===== src/cfg_loader_pkg.sv =====
// Shared constants, field layouts and types for the port configuration loader.
`default_nettype none
package cfg_loader_pkg;

	// ==========================================
	// Sizes
	localparam int NUM_PORTS = 4;
	localparam int AXI_ADDR_W = 12;
	localparam int WORD_W = 16;

	// ==========================================
	// Memory word addresses (byte addresses, one 16-bit word per port)
	localparam logic [7:0] WORD_LINK_BASE = 8'h20;
	localparam logic [7:0] WORD_PHY2_BASE = 8'h30;
	localparam logic [7:0] WORD_PHY_BASE = 8'h40;
	localparam logic [7:0] WORD_PM_BASE = 8'h50;
	localparam logic [7:0] WORD_STRIDE = 8'h02;

	// Word groups, fetched in this order.
	localparam logic [1:0] GRP_LINK = 2'h0;
	localparam logic [1:0] GRP_PHY2 = 2'h1;
	localparam logic [1:0] GRP_PHY = 2'h2;
	localparam logic [1:0] GRP_PM = 2'h3;

	// ==========================================
	// Field positions inside a memory word
	localparam int W_FTS_LSB = 0;
	localparam int W_DESKEW_LSB = 8;
	localparam int W_SCRAM_LSB = 10;
	localparam int W_L0S_BIT = 12;
	localparam int W_SPDSEL_LSB = 13;
	localparam int W_SPDEN_BIT = 15;
	localparam int W_PHY2HI_LSB = 0;
	localparam int W_PHY2LO_LSB = 0;
	localparam int W_PHY3_LSB = 5;
	localparam int W_DEEMPH_BIT = 12;
	localparam int W_COMPL_BIT = 13;
	localparam int W_DCNT_LSB = 14;
	localparam int W_NOSOFT_BIT = 0;
	localparam int W_AUX_LSB = 1;
	localparam int W_PME_LSB = 6;
	localparam int W_PMDATA_LSB = 8;

	// ==========================================
	// Configuration space offsets and field positions
	localparam logic [7:0] CFG_PMCAP = 8'h40;
	localparam logic [7:0] CFG_PMCSR = 8'h44;
	localparam logic [7:0] CFG_LINKCTL = 8'h68;
	localparam logic [7:0] CFG_PHYCTL = 8'h78;
	localparam logic [7:0] CFG_PHY2 = 8'h7C;
	localparam logic [7:0] CFG_MISC = 8'h8C;
	localparam logic [7:0] CFG_PHY3 = 8'h90;
	localparam logic [7:0] CFG_DEEMPH = 8'hF0;
	localparam int C_FTS_LSB = 0;
	localparam int C_DESKEW_LSB = 13;
	localparam int C_SCRAM_LSB = 8;
	localparam int C_L0S_BIT = 10;
	localparam int C_COMPL_BIT = 11;
	localparam int C_SPDSEL_LSB = 12;
	localparam int C_SPDEN_BIT = 14;
	localparam int C_PHY2HI_LSB = 16;
	localparam int C_PHY2LO_LSB = 8;
	localparam int C_PHY3_LSB = 0;
	localparam int C_DEEMPH_BIT = 6;
	localparam int C_DCNT_LSB = 8;
	localparam int C_NOSOFT_BIT = 3;
	localparam int C_PMDATA_LSB = 24;
	localparam int C_AUX_LSB = 22;
	localparam int C_D1_BIT = 25;
	localparam int C_D2_BIT = 26;
	localparam int C_PME_LSB = 28;

	// ==========================================
	// Register bus map
	localparam logic [AXI_ADDR_W-1:0] CTRL_OFS = 12'h000;
	localparam logic [1:0] PORT_WIN_SEL = 2'h1;
	localparam int CTRL_RELOAD_BIT = 0;
	localparam int STATUS_DONE_BIT = 1;
	localparam int STATUS_ABSENT_BIT = 2;
	localparam logic [1:0] RESP_OKAY = 2'h0;
	localparam logic [1:0] RESP_DECERR = 2'h3;

	// ==========================================
	// Per-port loaded fields
	typedef struct packed {
		logic [7:0] fts;
		logic [1:0] deskew;
		logic [1:0] scram;
		logic l0s;
		logic [1:0] spd_sel;
		logic spd_en;
		logic [14:0] phy2_hi;
		logic [4:0] phy2_lo;
		logic [6:0] phy3;
		logic deemph;
		logic compl;
		logic [1:0] speed_change_data_count_select;
		logic no_soft_reset;
		logic [2:0] aux_current;
		logic [1:0] pme_d1d2;
		logic [7:0] pm_data;
	} port_cfg_t;

	// Built-in values held while no memory contents are loaded.
	localparam port_cfg_t PORT_CFG_DEFAULT = '0;

endpackage
`default_nettype wire


===== src/fetch_if.sv =====
// Word fetch channel between the load sequencer and the memory reader.
`timescale 1ns/1ns
`default_nettype none
interface fetch_if;
	import cfg_loader_pkg::*;
	logic req;
	logic [7:0] addr;
	logic ack;
	logic [WORD_W-1:0] data;
	logic absent;
	modport requester(output req, output addr, input ack, input data, input absent);
	modport server(input req, input addr, output ack, output data, output absent);
endinterface
`default_nettype wire


===== src/config_word_fetch.sv =====
// Reader that fetches one 16-bit word from the configuration memory port.
`timescale 1ns/1ns
`default_nettype none
module config_word_fetch (
	input wire logic clock,
	input wire logic reset,
	fetch_if.server fetch,
	input wire logic mem_present,
	input wire logic mem_ack,
	input wire logic [cfg_loader_pkg::WORD_W-1:0] mem_rdata,
	output logic mem_rd_req,
	output logic [7:0] mem_addr
);
	import cfg_loader_pkg::*;

	// ==========================================
	// Memory request: held until the memory answers with its ack.
	always_ff @(posedge clock) begin
		if (reset) begin
			mem_rd_req <= 1'b0;
			mem_addr <= 8'h00;
		end else if (fetch.req && !mem_rd_req && mem_present) begin
			mem_rd_req <= 1'b1;
			mem_addr <= fetch.addr;
		end else if (mem_rd_req && mem_ack) begin
			mem_rd_req <= 1'b0;
		end
	end

	// ==========================================
	// Answer to the sequencer: one-cycle ack with the word, or absent at once.
	always_ff @(posedge clock) begin
		if (reset) begin
			fetch.ack <= 1'b0;
			fetch.absent <= 1'b0;
			fetch.data <= 16'h0000;
		end else begin
			fetch.ack <= 1'b0;
			if (fetch.req && !mem_rd_req && !mem_present) begin
				fetch.ack <= 1'b1; // No memory fitted: nothing to wait for.
				fetch.absent <= 1'b1;
			end else if (mem_rd_req && mem_ack) begin
				fetch.ack <= 1'b1;
				fetch.absent <= 1'b0;
				fetch.data <= mem_rdata;
			end
		end
	end

endmodule
`default_nettype wire


===== src/eeprom_port_config_loader.sv =====
// Loader that copies configuration memory words into per-port configuration fields.
//
// Contract
// - FTS word bits 7:0 to 78h bits 7:0.
// - FTS word bits 9:8 to 68h bits 14:13.
// - Bits 11:10 scrambler, bit 12 L0s into 78h.
// - Bits 14:13 to 78h speed select 13:12.
// - Bit 15 to 78h speed enable bit 14.
// - Dedicated word bits 14:0 to 7Ch 30:16.
// - PHY word bits 4:0 to 7Ch 12:8.
// - PHY word bits 11:5 to 90h 6:0.
// - PHY word bit 12 to F0h bit 6.
// - PHY word bit 13 to 78h bit 11.
// - PHY word bits 15:14 to 8Ch 9:8.
// - PM word bit 0 to 44h bit 3.
// - PM word bits 3:1 to 40h 24:22.
// - D1 and D2 support read-only as one.
// - PM word bits 7:6 to 40h 29:28.
// - PM word bits 15:8 to 44h 31:24.
//
// Our own choices: register access over AXI4-Lite and the register offsets.
`timescale 1ns/1ns
`default_nettype none
module eeprom_port_config_loader (
	input wire logic clock,
	input wire logic reset,
	input wire logic mem_present,
	input wire logic mem_ack,
	input wire logic [cfg_loader_pkg::WORD_W-1:0] mem_rdata,
	output logic mem_rd_req,
	output logic [7:0] mem_addr,
	output logic load_done,
	input wire logic [cfg_loader_pkg::AXI_ADDR_W-1:0] awaddr,
	input wire logic awvalid,
	output logic awready,
	input wire logic [31:0] wdata,
	input wire logic [3:0] wstrb,
	input wire logic wvalid,
	output logic wready,
	output logic [1:0] bresp,
	output logic bvalid,
	input wire logic bready,
	input wire logic [cfg_loader_pkg::AXI_ADDR_W-1:0] araddr,
	input wire logic arvalid,
	output logic arready,
	output logic [31:0] rdata,
	output logic [1:0] rresp,
	output logic rvalid,
	input wire logic rready
);
	import cfg_loader_pkg::*;

	typedef enum logic [1:0] {
		ST_START,
		ST_REQ,
		ST_WAIT,
		ST_DONE
	} load_state_t;

	load_state_t state_q;
	logic [1:0] group_q;
	logic [1:0] port_q;
	logic absent_q;
	logic reload_q;
	logic last_word;
	logic word_taken;
	port_cfg_t cfg_q [NUM_PORTS];
	logic [AXI_ADDR_W-1:0] awaddr_q;
	logic [31:0] wdata_q;
	logic [3:0] wstrb_q;
	logic write_go;
	logic [33:0] rd_result;
	logic [33:0] wr_result;

	fetch_if fetch ();

	// ==========================================
	// Functions
	// Byte address of the word for one group and port.
	function automatic logic [7:0] word_addr(input logic [1:0] grp, input logic [1:0] port);
		logic [7:0] base;
		base = WORD_LINK_BASE;
		unique case (grp)
			GRP_LINK: base = WORD_LINK_BASE;
			GRP_PHY2: base = WORD_PHY2_BASE;
			GRP_PHY: base = WORD_PHY_BASE;
			GRP_PM: base = WORD_PM_BASE;
		endcase
		return 8'(base + 8'(8'(port) * WORD_STRIDE));
	endfunction

	// Spreads one memory word over the fields of its port.
	function automatic port_cfg_t apply_word(input port_cfg_t c, input logic [1:0] grp,
		input logic [WORD_W-1:0] w);
		port_cfg_t r;
		r = c;
		unique case (grp)
			GRP_LINK: begin
				r.fts = w[W_FTS_LSB +: 8];
				r.deskew = w[W_DESKEW_LSB +: 2];
				r.scram = w[W_SCRAM_LSB +: 2];
				r.l0s = w[W_L0S_BIT];
				r.spd_sel = w[W_SPDSEL_LSB +: 2];
				r.spd_en = w[W_SPDEN_BIT];
			end
			GRP_PHY2: begin
				r.phy2_hi = w[W_PHY2HI_LSB +: 15];
			end
			GRP_PHY: begin
				r.phy2_lo = w[W_PHY2LO_LSB +: 5];
				r.phy3 = w[W_PHY3_LSB +: 7];
				r.deemph = w[W_DEEMPH_BIT];
				r.compl = w[W_COMPL_BIT];
				r.speed_change_data_count_select = w[W_DCNT_LSB +: 2];
			end
			GRP_PM: begin
				r.no_soft_reset = w[W_NOSOFT_BIT];
				r.aux_current = w[W_AUX_LSB +: 3];
				r.pme_d1d2 = w[W_PME_LSB +: 2];
				r.pm_data = w[W_PMDATA_LSB +: 8];
			end
		endcase
		return r;
	endfunction

	// Builds the 32-bit view of one configuration offset; top bit flags a hit.
	function automatic logic [32:0] cfg_view(input port_cfg_t c, input logic [7:0] ofs);
		logic [31:0] v;
		logic hit;
		v = 32'h0000_0000;
		hit = 1'b1;
		case (ofs)
			CFG_PMCAP: begin
				v[C_AUX_LSB +: 3] = c.aux_current;
				v[C_D1_BIT] = 1'b1;
				v[C_D2_BIT] = 1'b1;
				v[C_PME_LSB +: 2] = c.pme_d1d2;
			end
			CFG_PMCSR: begin
				v[C_NOSOFT_BIT] = c.no_soft_reset;
				v[C_PMDATA_LSB +: 8] = c.pm_data;
			end
			CFG_LINKCTL: v[C_DESKEW_LSB +: 2] = c.deskew;
			CFG_PHYCTL: begin
				v[C_FTS_LSB +: 8] = c.fts;
				v[C_SCRAM_LSB +: 2] = c.scram;
				v[C_L0S_BIT] = c.l0s;
				v[C_COMPL_BIT] = c.compl;
				v[C_SPDSEL_LSB +: 2] = c.spd_sel;
				v[C_SPDEN_BIT] = c.spd_en;
			end
			CFG_PHY2: begin
				v[C_PHY2HI_LSB +: 15] = c.phy2_hi;
				v[C_PHY2LO_LSB +: 5] = c.phy2_lo;
			end
			CFG_MISC: v[C_DCNT_LSB +: 2] = c.speed_change_data_count_select;
			CFG_PHY3: v[C_PHY3_LSB +: 7] = c.phy3;
			CFG_DEEMPH: v[C_DEEMPH_BIT] = c.deemph;
			default: hit = 1'b0;
		endcase
		return {hit, v};
	endfunction

	// Decodes a bus address into {response, data}.
	function automatic logic [33:0] bus_read(input logic [AXI_ADDR_W-1:0] a, input logic done,
		input logic absent, input port_cfg_t c);
		logic [32:0] view;
		logic [31:0] d;
		d = 32'h0000_0000;
		view = cfg_view(c, {a[7:2], 2'b00});
		if (a == CTRL_OFS) begin
			d[STATUS_DONE_BIT] = done;
			d[STATUS_ABSENT_BIT] = absent;
			return {RESP_OKAY, d};
		end else if (a[11:10] == PORT_WIN_SEL && view[32]) begin
			return {RESP_OKAY, view[31:0]};
		end
		return {RESP_DECERR, d};
	endfunction

	// ==========================================
	// Memory reader
	config_word_fetch u_fetch (
		.clock(clock),
		.reset(reset),
		.fetch(fetch),
		.mem_present(mem_present),
		.mem_ack(mem_ack),
		.mem_rdata(mem_rdata),
		.mem_rd_req(mem_rd_req),
		.mem_addr(mem_addr)
	);

	// Request a word for one cycle per step; the address follows the counters.
	assign fetch.req = (state_q == ST_REQ);
	assign fetch.addr = word_addr(group_q, port_q);
	assign word_taken = (state_q == ST_WAIT) && fetch.ack;
	assign last_word = (group_q == GRP_PM) && (port_q == 2'(NUM_PORTS - 1));

	// ==========================================
	// Load sequencer
	// Walks all groups for all ports; a missing memory ends the walk at once.
	always_ff @(posedge clock) begin
		if (reset) begin
			state_q <= ST_START;
			group_q <= GRP_LINK;
			port_q <= 2'h0;
		end else begin
			unique case (state_q)
				ST_START: begin
					group_q <= GRP_LINK;
					port_q <= 2'h0;
					state_q <= ST_REQ;
				end
				ST_REQ: state_q <= ST_WAIT;
				ST_WAIT: begin
					if (word_taken) begin
						if (fetch.absent || last_word) begin
							state_q <= ST_DONE;
						end else begin
							port_q <= 2'(port_q + 2'h1);
							if (port_q == 2'(NUM_PORTS - 1)) begin
								group_q <= 2'(group_q + 2'h1);
							end
							state_q <= ST_REQ;
						end
					end
				end
				ST_DONE: begin
					if (reload_q) begin
						state_q <= ST_START;
					end
				end
			endcase
		end
	end

	// ==========================================
	// Field store
	// Defaults are restored at each start so a missing memory leaves them in place.
	always_ff @(posedge clock) begin
		if (reset) begin
			for (int i = 0; i < NUM_PORTS; i++) begin
				cfg_q[i] <= PORT_CFG_DEFAULT;
			end
		end else if (state_q == ST_START) begin
			for (int i = 0; i < NUM_PORTS; i++) begin
				cfg_q[i] <= PORT_CFG_DEFAULT;
			end
		end else if (word_taken && !fetch.absent) begin
			cfg_q[port_q] <= apply_word(cfg_q[port_q], group_q, fetch.data);
		end
	end

	// ==========================================
	// Completion and presence flags
	// Ports may train only once load_done is high.
	always_ff @(posedge clock) begin
		if (reset) begin
			load_done <= 1'b0;
			absent_q <= 1'b0;
		end else if (state_q == ST_START) begin
			load_done <= 1'b0;
			absent_q <= 1'b0;
		end else if (word_taken && (fetch.absent || last_word)) begin
			load_done <= 1'b1;
			absent_q <= fetch.absent;
		end
	end

	// ==========================================
	// Register bus: write channel
	// Address and data are taken in either order; the write acts once both are held.
	assign write_go = !awready && !wready && !bvalid;
	assign wr_result = bus_read(awaddr_q, load_done, absent_q, cfg_q[awaddr_q[9:8]]);

	always_ff @(posedge clock) begin
		if (reset) begin
			awready <= 1'b1;
			awaddr_q <= '0;
		end else if (awvalid && awready) begin
			awready <= 1'b0;
			awaddr_q <= awaddr;
		end else if (bvalid && bready) begin
			awready <= 1'b1;
		end
	end

	// Write data holding register.
	always_ff @(posedge clock) begin
		if (reset) begin
			wready <= 1'b1;
			wdata_q <= 32'h0000_0000;
			wstrb_q <= 4'h0;
		end else if (wvalid && wready) begin
			wready <= 1'b0;
			wdata_q <= wdata;
			wstrb_q <= wstrb;
		end else if (bvalid && bready) begin
			wready <= 1'b1;
		end
	end

	// Response; loaded fields are read-only, so writes there are accepted and dropped.
	always_ff @(posedge clock) begin
		if (reset) begin
			bvalid <= 1'b0;
			bresp <= RESP_OKAY;
		end else if (write_go) begin
			bvalid <= 1'b1;
			bresp <= wr_result[33:32];
		end else if (bvalid && bready) begin
			bvalid <= 1'b0;
		end
	end

	// Reload strobe from the control register.
	always_ff @(posedge clock) begin
		if (reset) begin
			reload_q <= 1'b0;
		end else begin
			reload_q <= write_go && (awaddr_q == CTRL_OFS) && wstrb_q[0]
				&& wdata_q[CTRL_RELOAD_BIT];
		end
	end

	// ==========================================
	// Register bus: read channel
	// Reads are held off while a load is running so no stale field is seen.
	assign rd_result = bus_read(araddr, load_done, absent_q, cfg_q[araddr[9:8]]);

	always_ff @(posedge clock) begin
		if (reset) begin
			arready <= 1'b0;
			rvalid <= 1'b0;
			rdata <= 32'h0000_0000;
			rresp <= RESP_OKAY;
		end else if (arvalid && arready) begin
			arready <= 1'b0;
			rvalid <= 1'b1;
			rdata <= rd_result[31:0];
			rresp <= rd_result[33:32];
		end else begin
			arready <= load_done && !rvalid && (state_q == ST_DONE) && !reload_q;
			if (rvalid && rready) begin
				rvalid <= 1'b0;
			end
		end
	end

endmodule
`default_nettype wire


===== config.mk =====
export PLATFORM = sky130hd
export DESIGN_NAME = eeprom_port_config_loader
export DESIGN_NICKNAME = d
export VERILOG_FILES = /design/src/cfg_loader_pkg.sv /design/src/fetch_if.sv /design/src/config_word_fetch.sv /design/src/eeprom_port_config_loader.sv
export SDC_FILE = /design/constraint.sdc
export NUM_CORES = 1
export LEC_CHECK = 0
export BUFFER_PORTS_ARGS = -buffer_cell sky130_fd_sc_hd__buf_2
export CAP_MARGIN = 15
export CORE_UTILIZATION = 50
export DETAILED_ROUTE_END_ITERATION = 6
export GPL_TIMING_DRIVEN = 0
export PLACE_DENSITY = 0.76
export SYNTH_ARGS = -nofsm -noshare
export SYNTH_HDL_FRONTEND = slang
export SYNTH_SLANG_ARGS = --single-unit
export TNS_END_PERCENT = 10

===== constraint.sdc =====
create_clock -name clock -period 2.1 [get_ports clock]
set_clock_uncertainty 0.1 [all_clocks]
set_input_delay 0.42 -clock clock [delete_from_list [all_inputs] [get_ports clock]]
set_output_delay 0.42 -clock clock [all_outputs]
set_load 0.02 [all_outputs]

==> flow_summary.toml <==
[status]
status = "finished clean"

[pwr]
pwr-share-seq = 0.512
internal_power_mw = 11.6
p_clk_frac = 0.411
p_leak_nw = 6.62
p_sw_mw = 3.48
irDropWorstVdd_mv = 0.720
power_frac_comb = 0.077
finalPower_mw = 15.1
power_density_nw_per_um2 = 893
p_sw_frac = 0.231

[logic_synthesis]
syn_area_per_cell_sq_um = 13.1
yosysUniqueCellTypes = 54
async_flop_share = 0
synth_seq_cells = 329
synth_ff_type = "edfxtp_1"
synth_edf_count = 244
yosysWarningCount = 0
synth_area_sq_um = 14500
synthMuxAreaShare = 0.0981
synth_xor_area_frac = 0
synthSimpleGateAreaFrac = 0.183
synth_top_family_by_area = "simple AND/OR/NAND/NOR gates"
postSynthCellCount = 1107
synth_fa_ha_area_frac = 0.00688
synth_compound_area_frac = 0.0568
synth_seq_area_share = 0.621

[die]
die-area_sq_um = 29800
core.rowCount = 62
io_pins = 136
initial_utilization = 0.508
die_y_um = 173
die_w_um = 173
coreArea_sq_um = 28600

[clocking]
cts_hold_buf = 0
cts_buffers = 36
clockBufferDepth = 3
clock_sinks = 329
path_clk_slew_ns = 0.06
clkLatencyLatePin_ns = 0.52
cts_tree = "done"
cts_root_buf = "clkbuf_16"
htreeDepth = 2

[timing]
period_needed_ns = 2.05
rsz0062_at_grt = "true"
worst_slew_pin_slew_ns = 0.946
fin_ws_ns = 0.0504
fin_tns_setup_ns = 0
finalHoldViolCount = 0
setup-violations-final = 0
fmax_ghz = 0.488
maxSlewHeadroom = 0.370
finalMaxSlewViolations = 0
fin_crit_sh = 0.976

[setup_path]
critical_path.startpoint_type = "register"
crit_fanout = 10
critical_path_arrival_ns = 2.38
required_ns = 2.43
path_delay_family = "simple AND/OR/NAND/NOR gates"
slowest_delay_ns = 0.55
slowest_stage = "clkbuf_1"
path_buf_inv = 1
crit_chain = "and2_1 -> nor2_2 -> clkbuf_1 -> nand2_1 -> o31ai_1"
worstSetupEndpointType = "register"
criticalPathCategory = "register to register"

[global_routing]
grt.total_usage = 0.273
grt_start_max_net_pins = 17
grt_overflow = 0
grt_pass1_vias = 9630
antenna_found_initial = 2
grt_pass1_wl_um = 59200

[placed_design]
dp_slack_ns = -0.918
place_hpwl_um = 26600
placed_area_sq_um = 15500
finalWeightedCongestion = 0.887
io_buffers = 91

[finish]
design_area_sq_um = 16900
syn_to_final_growth_pct = 16.1
nNetsFinal = 1336
num_antenna_cells = 0
final_cell_mix = "250 x and2_1, 244 x edfxtp_1, 104 x buf_2, 95 x nand2_1, 85 x dfxtp_1"
nFillCells = 2226
drive_gt1_frac = 0.239
fin_util = 0.590
mostFrequentLayoutCell = "and2_1"

[run]
cap_violations = 0

[route]
drt_iter0_drc = 1053
drt_wl_total_um = 40500
vias = 9788
drc = 0
ant_nets = 0
drt-wirelength-per-cell_um = 24.5
viasPerCell = 5.92
drt_pre_antenna_iters = 5

[hold_path]
worst_hold_path_type = "input port to register"
-- sequential cells by signal, summed over array words and instances, names as in the netlist, 2 cells and up --
| name | count |
|---|---|
| group_q | 2 |
| u_fetch.mem_addr | 5 |
| cfg_q | 244 |
| awaddr_q | 12 |
| state_q | 2 |
| rdata | 31 |
| port_q | 2 |
| u_fetch.fetch.data | 16 |
-- worst min-delay path, delay by kind of cell --
kind	cells	cell delay, ns
AOI/OAI and AO/OA	1	0.05
buffers and inverters	1	0.10
and+or+nand+nor	1	0.05
-- routing by layer --
metal  GRT usage  share of wire  up-vias
met5           0              0        -
met4       0.134          0.047        0
met3      0.0726           0.12      111
met2       0.423           0.46      622
met1       0.356           0.37     4809
li1            -              -     4246
-- power by group through the flow --
stage | sequential [mW] | combinational, mW | clock, mW
after floorplan | 7.77 | 0.719 | 0
after global placement | 7.81 | 1.07 | 0
after detailed placement | 7.85 | 1.08 | 0
after CTS | 7.71 | 1.15 | 6.21
after global routing | 7.75 | 1.23 | 6.47
final | 7.71 | 1.16 | 6.20
-- logic make-up (layout without fill, tap and decap cells) --
logic type	Yosys count	after routing
fa+ha+maj	8	8
simple gates	472	478
mux	66	66
other cells	1	4
buf+inv	107	260
compound gates	124	124
flops	329	329
-- worst paths after layout --
path,start,slack [ns],cells after the start,endpoint
max,arready$_SDFF_PP0_,0.05,5,rdata[9]$_SDFFE_PP0P_
min,mem_rdata[12],0.03,3,u_fetch.fetch.data[12]$_SDFFE_PP0P_
min reg2reg,rdata[26]$_SDFFE_PP0P_,0.35,2,rdata[26]$_SDFFE_PP0P_
max reg2reg,arready$_SDFF_PP0_,0.05,5,rdata[9]$_SDFFE_PP0P_
-- synth_stat cells (all sizes together), types with 8 or more instances --
cell,number,area [sq um]
and2,250,1560
edfxtp,244,7330
nand2,95,357
dfxtp,85,1700
clkbuf,61,229
mux4,61,1370
a21oi,54,278
nor2,41,154
buf,30,204
nand2b,23,144
a22o,21,184
and3,20,125
inv,16,60.1
a22oi,15,113
o21ai,13,65.1
nand3,9,45.0
ha,8,100
-- cell type report --
type                       count  area (sq um)  area share
buffer                        88           467      0.0276
clock inverter                22           185      0.0110
tap                          384           480      0.0285
clock buffer                  42           955      0.0566
timing repair buffer          92           463      0.0274
inverter                      16          60.1     0.00356
multi-input combinational    680          5240       0.311
sequential                   329          9030       0.535
-- metrics by stage --
| stage | cells | hold WS [ns] |
|---|---|---|
| 2_1_floorplan | 1110 | 0.322 |
| 3_3_place_gp | 1585 | 0.325 |
| 3_5_place_dp | 1585 | 0.347 |
| 4_1_cts | 1650 | 0.0333 |
| 5_1_grt | 1653 | 0.0348 |
| 6_report | 1653 | 0.0330 |
-- timing repair --
action / CTS / global route
endpoints found under the setup margin: 403 / 286
gates resized for setup: 56 / 27
gates cloned: 3 / 3
pin swaps: 1 / 1
setup buffers: 1 / 0
No activity file was read; power rests on OpenSTA's default activity.
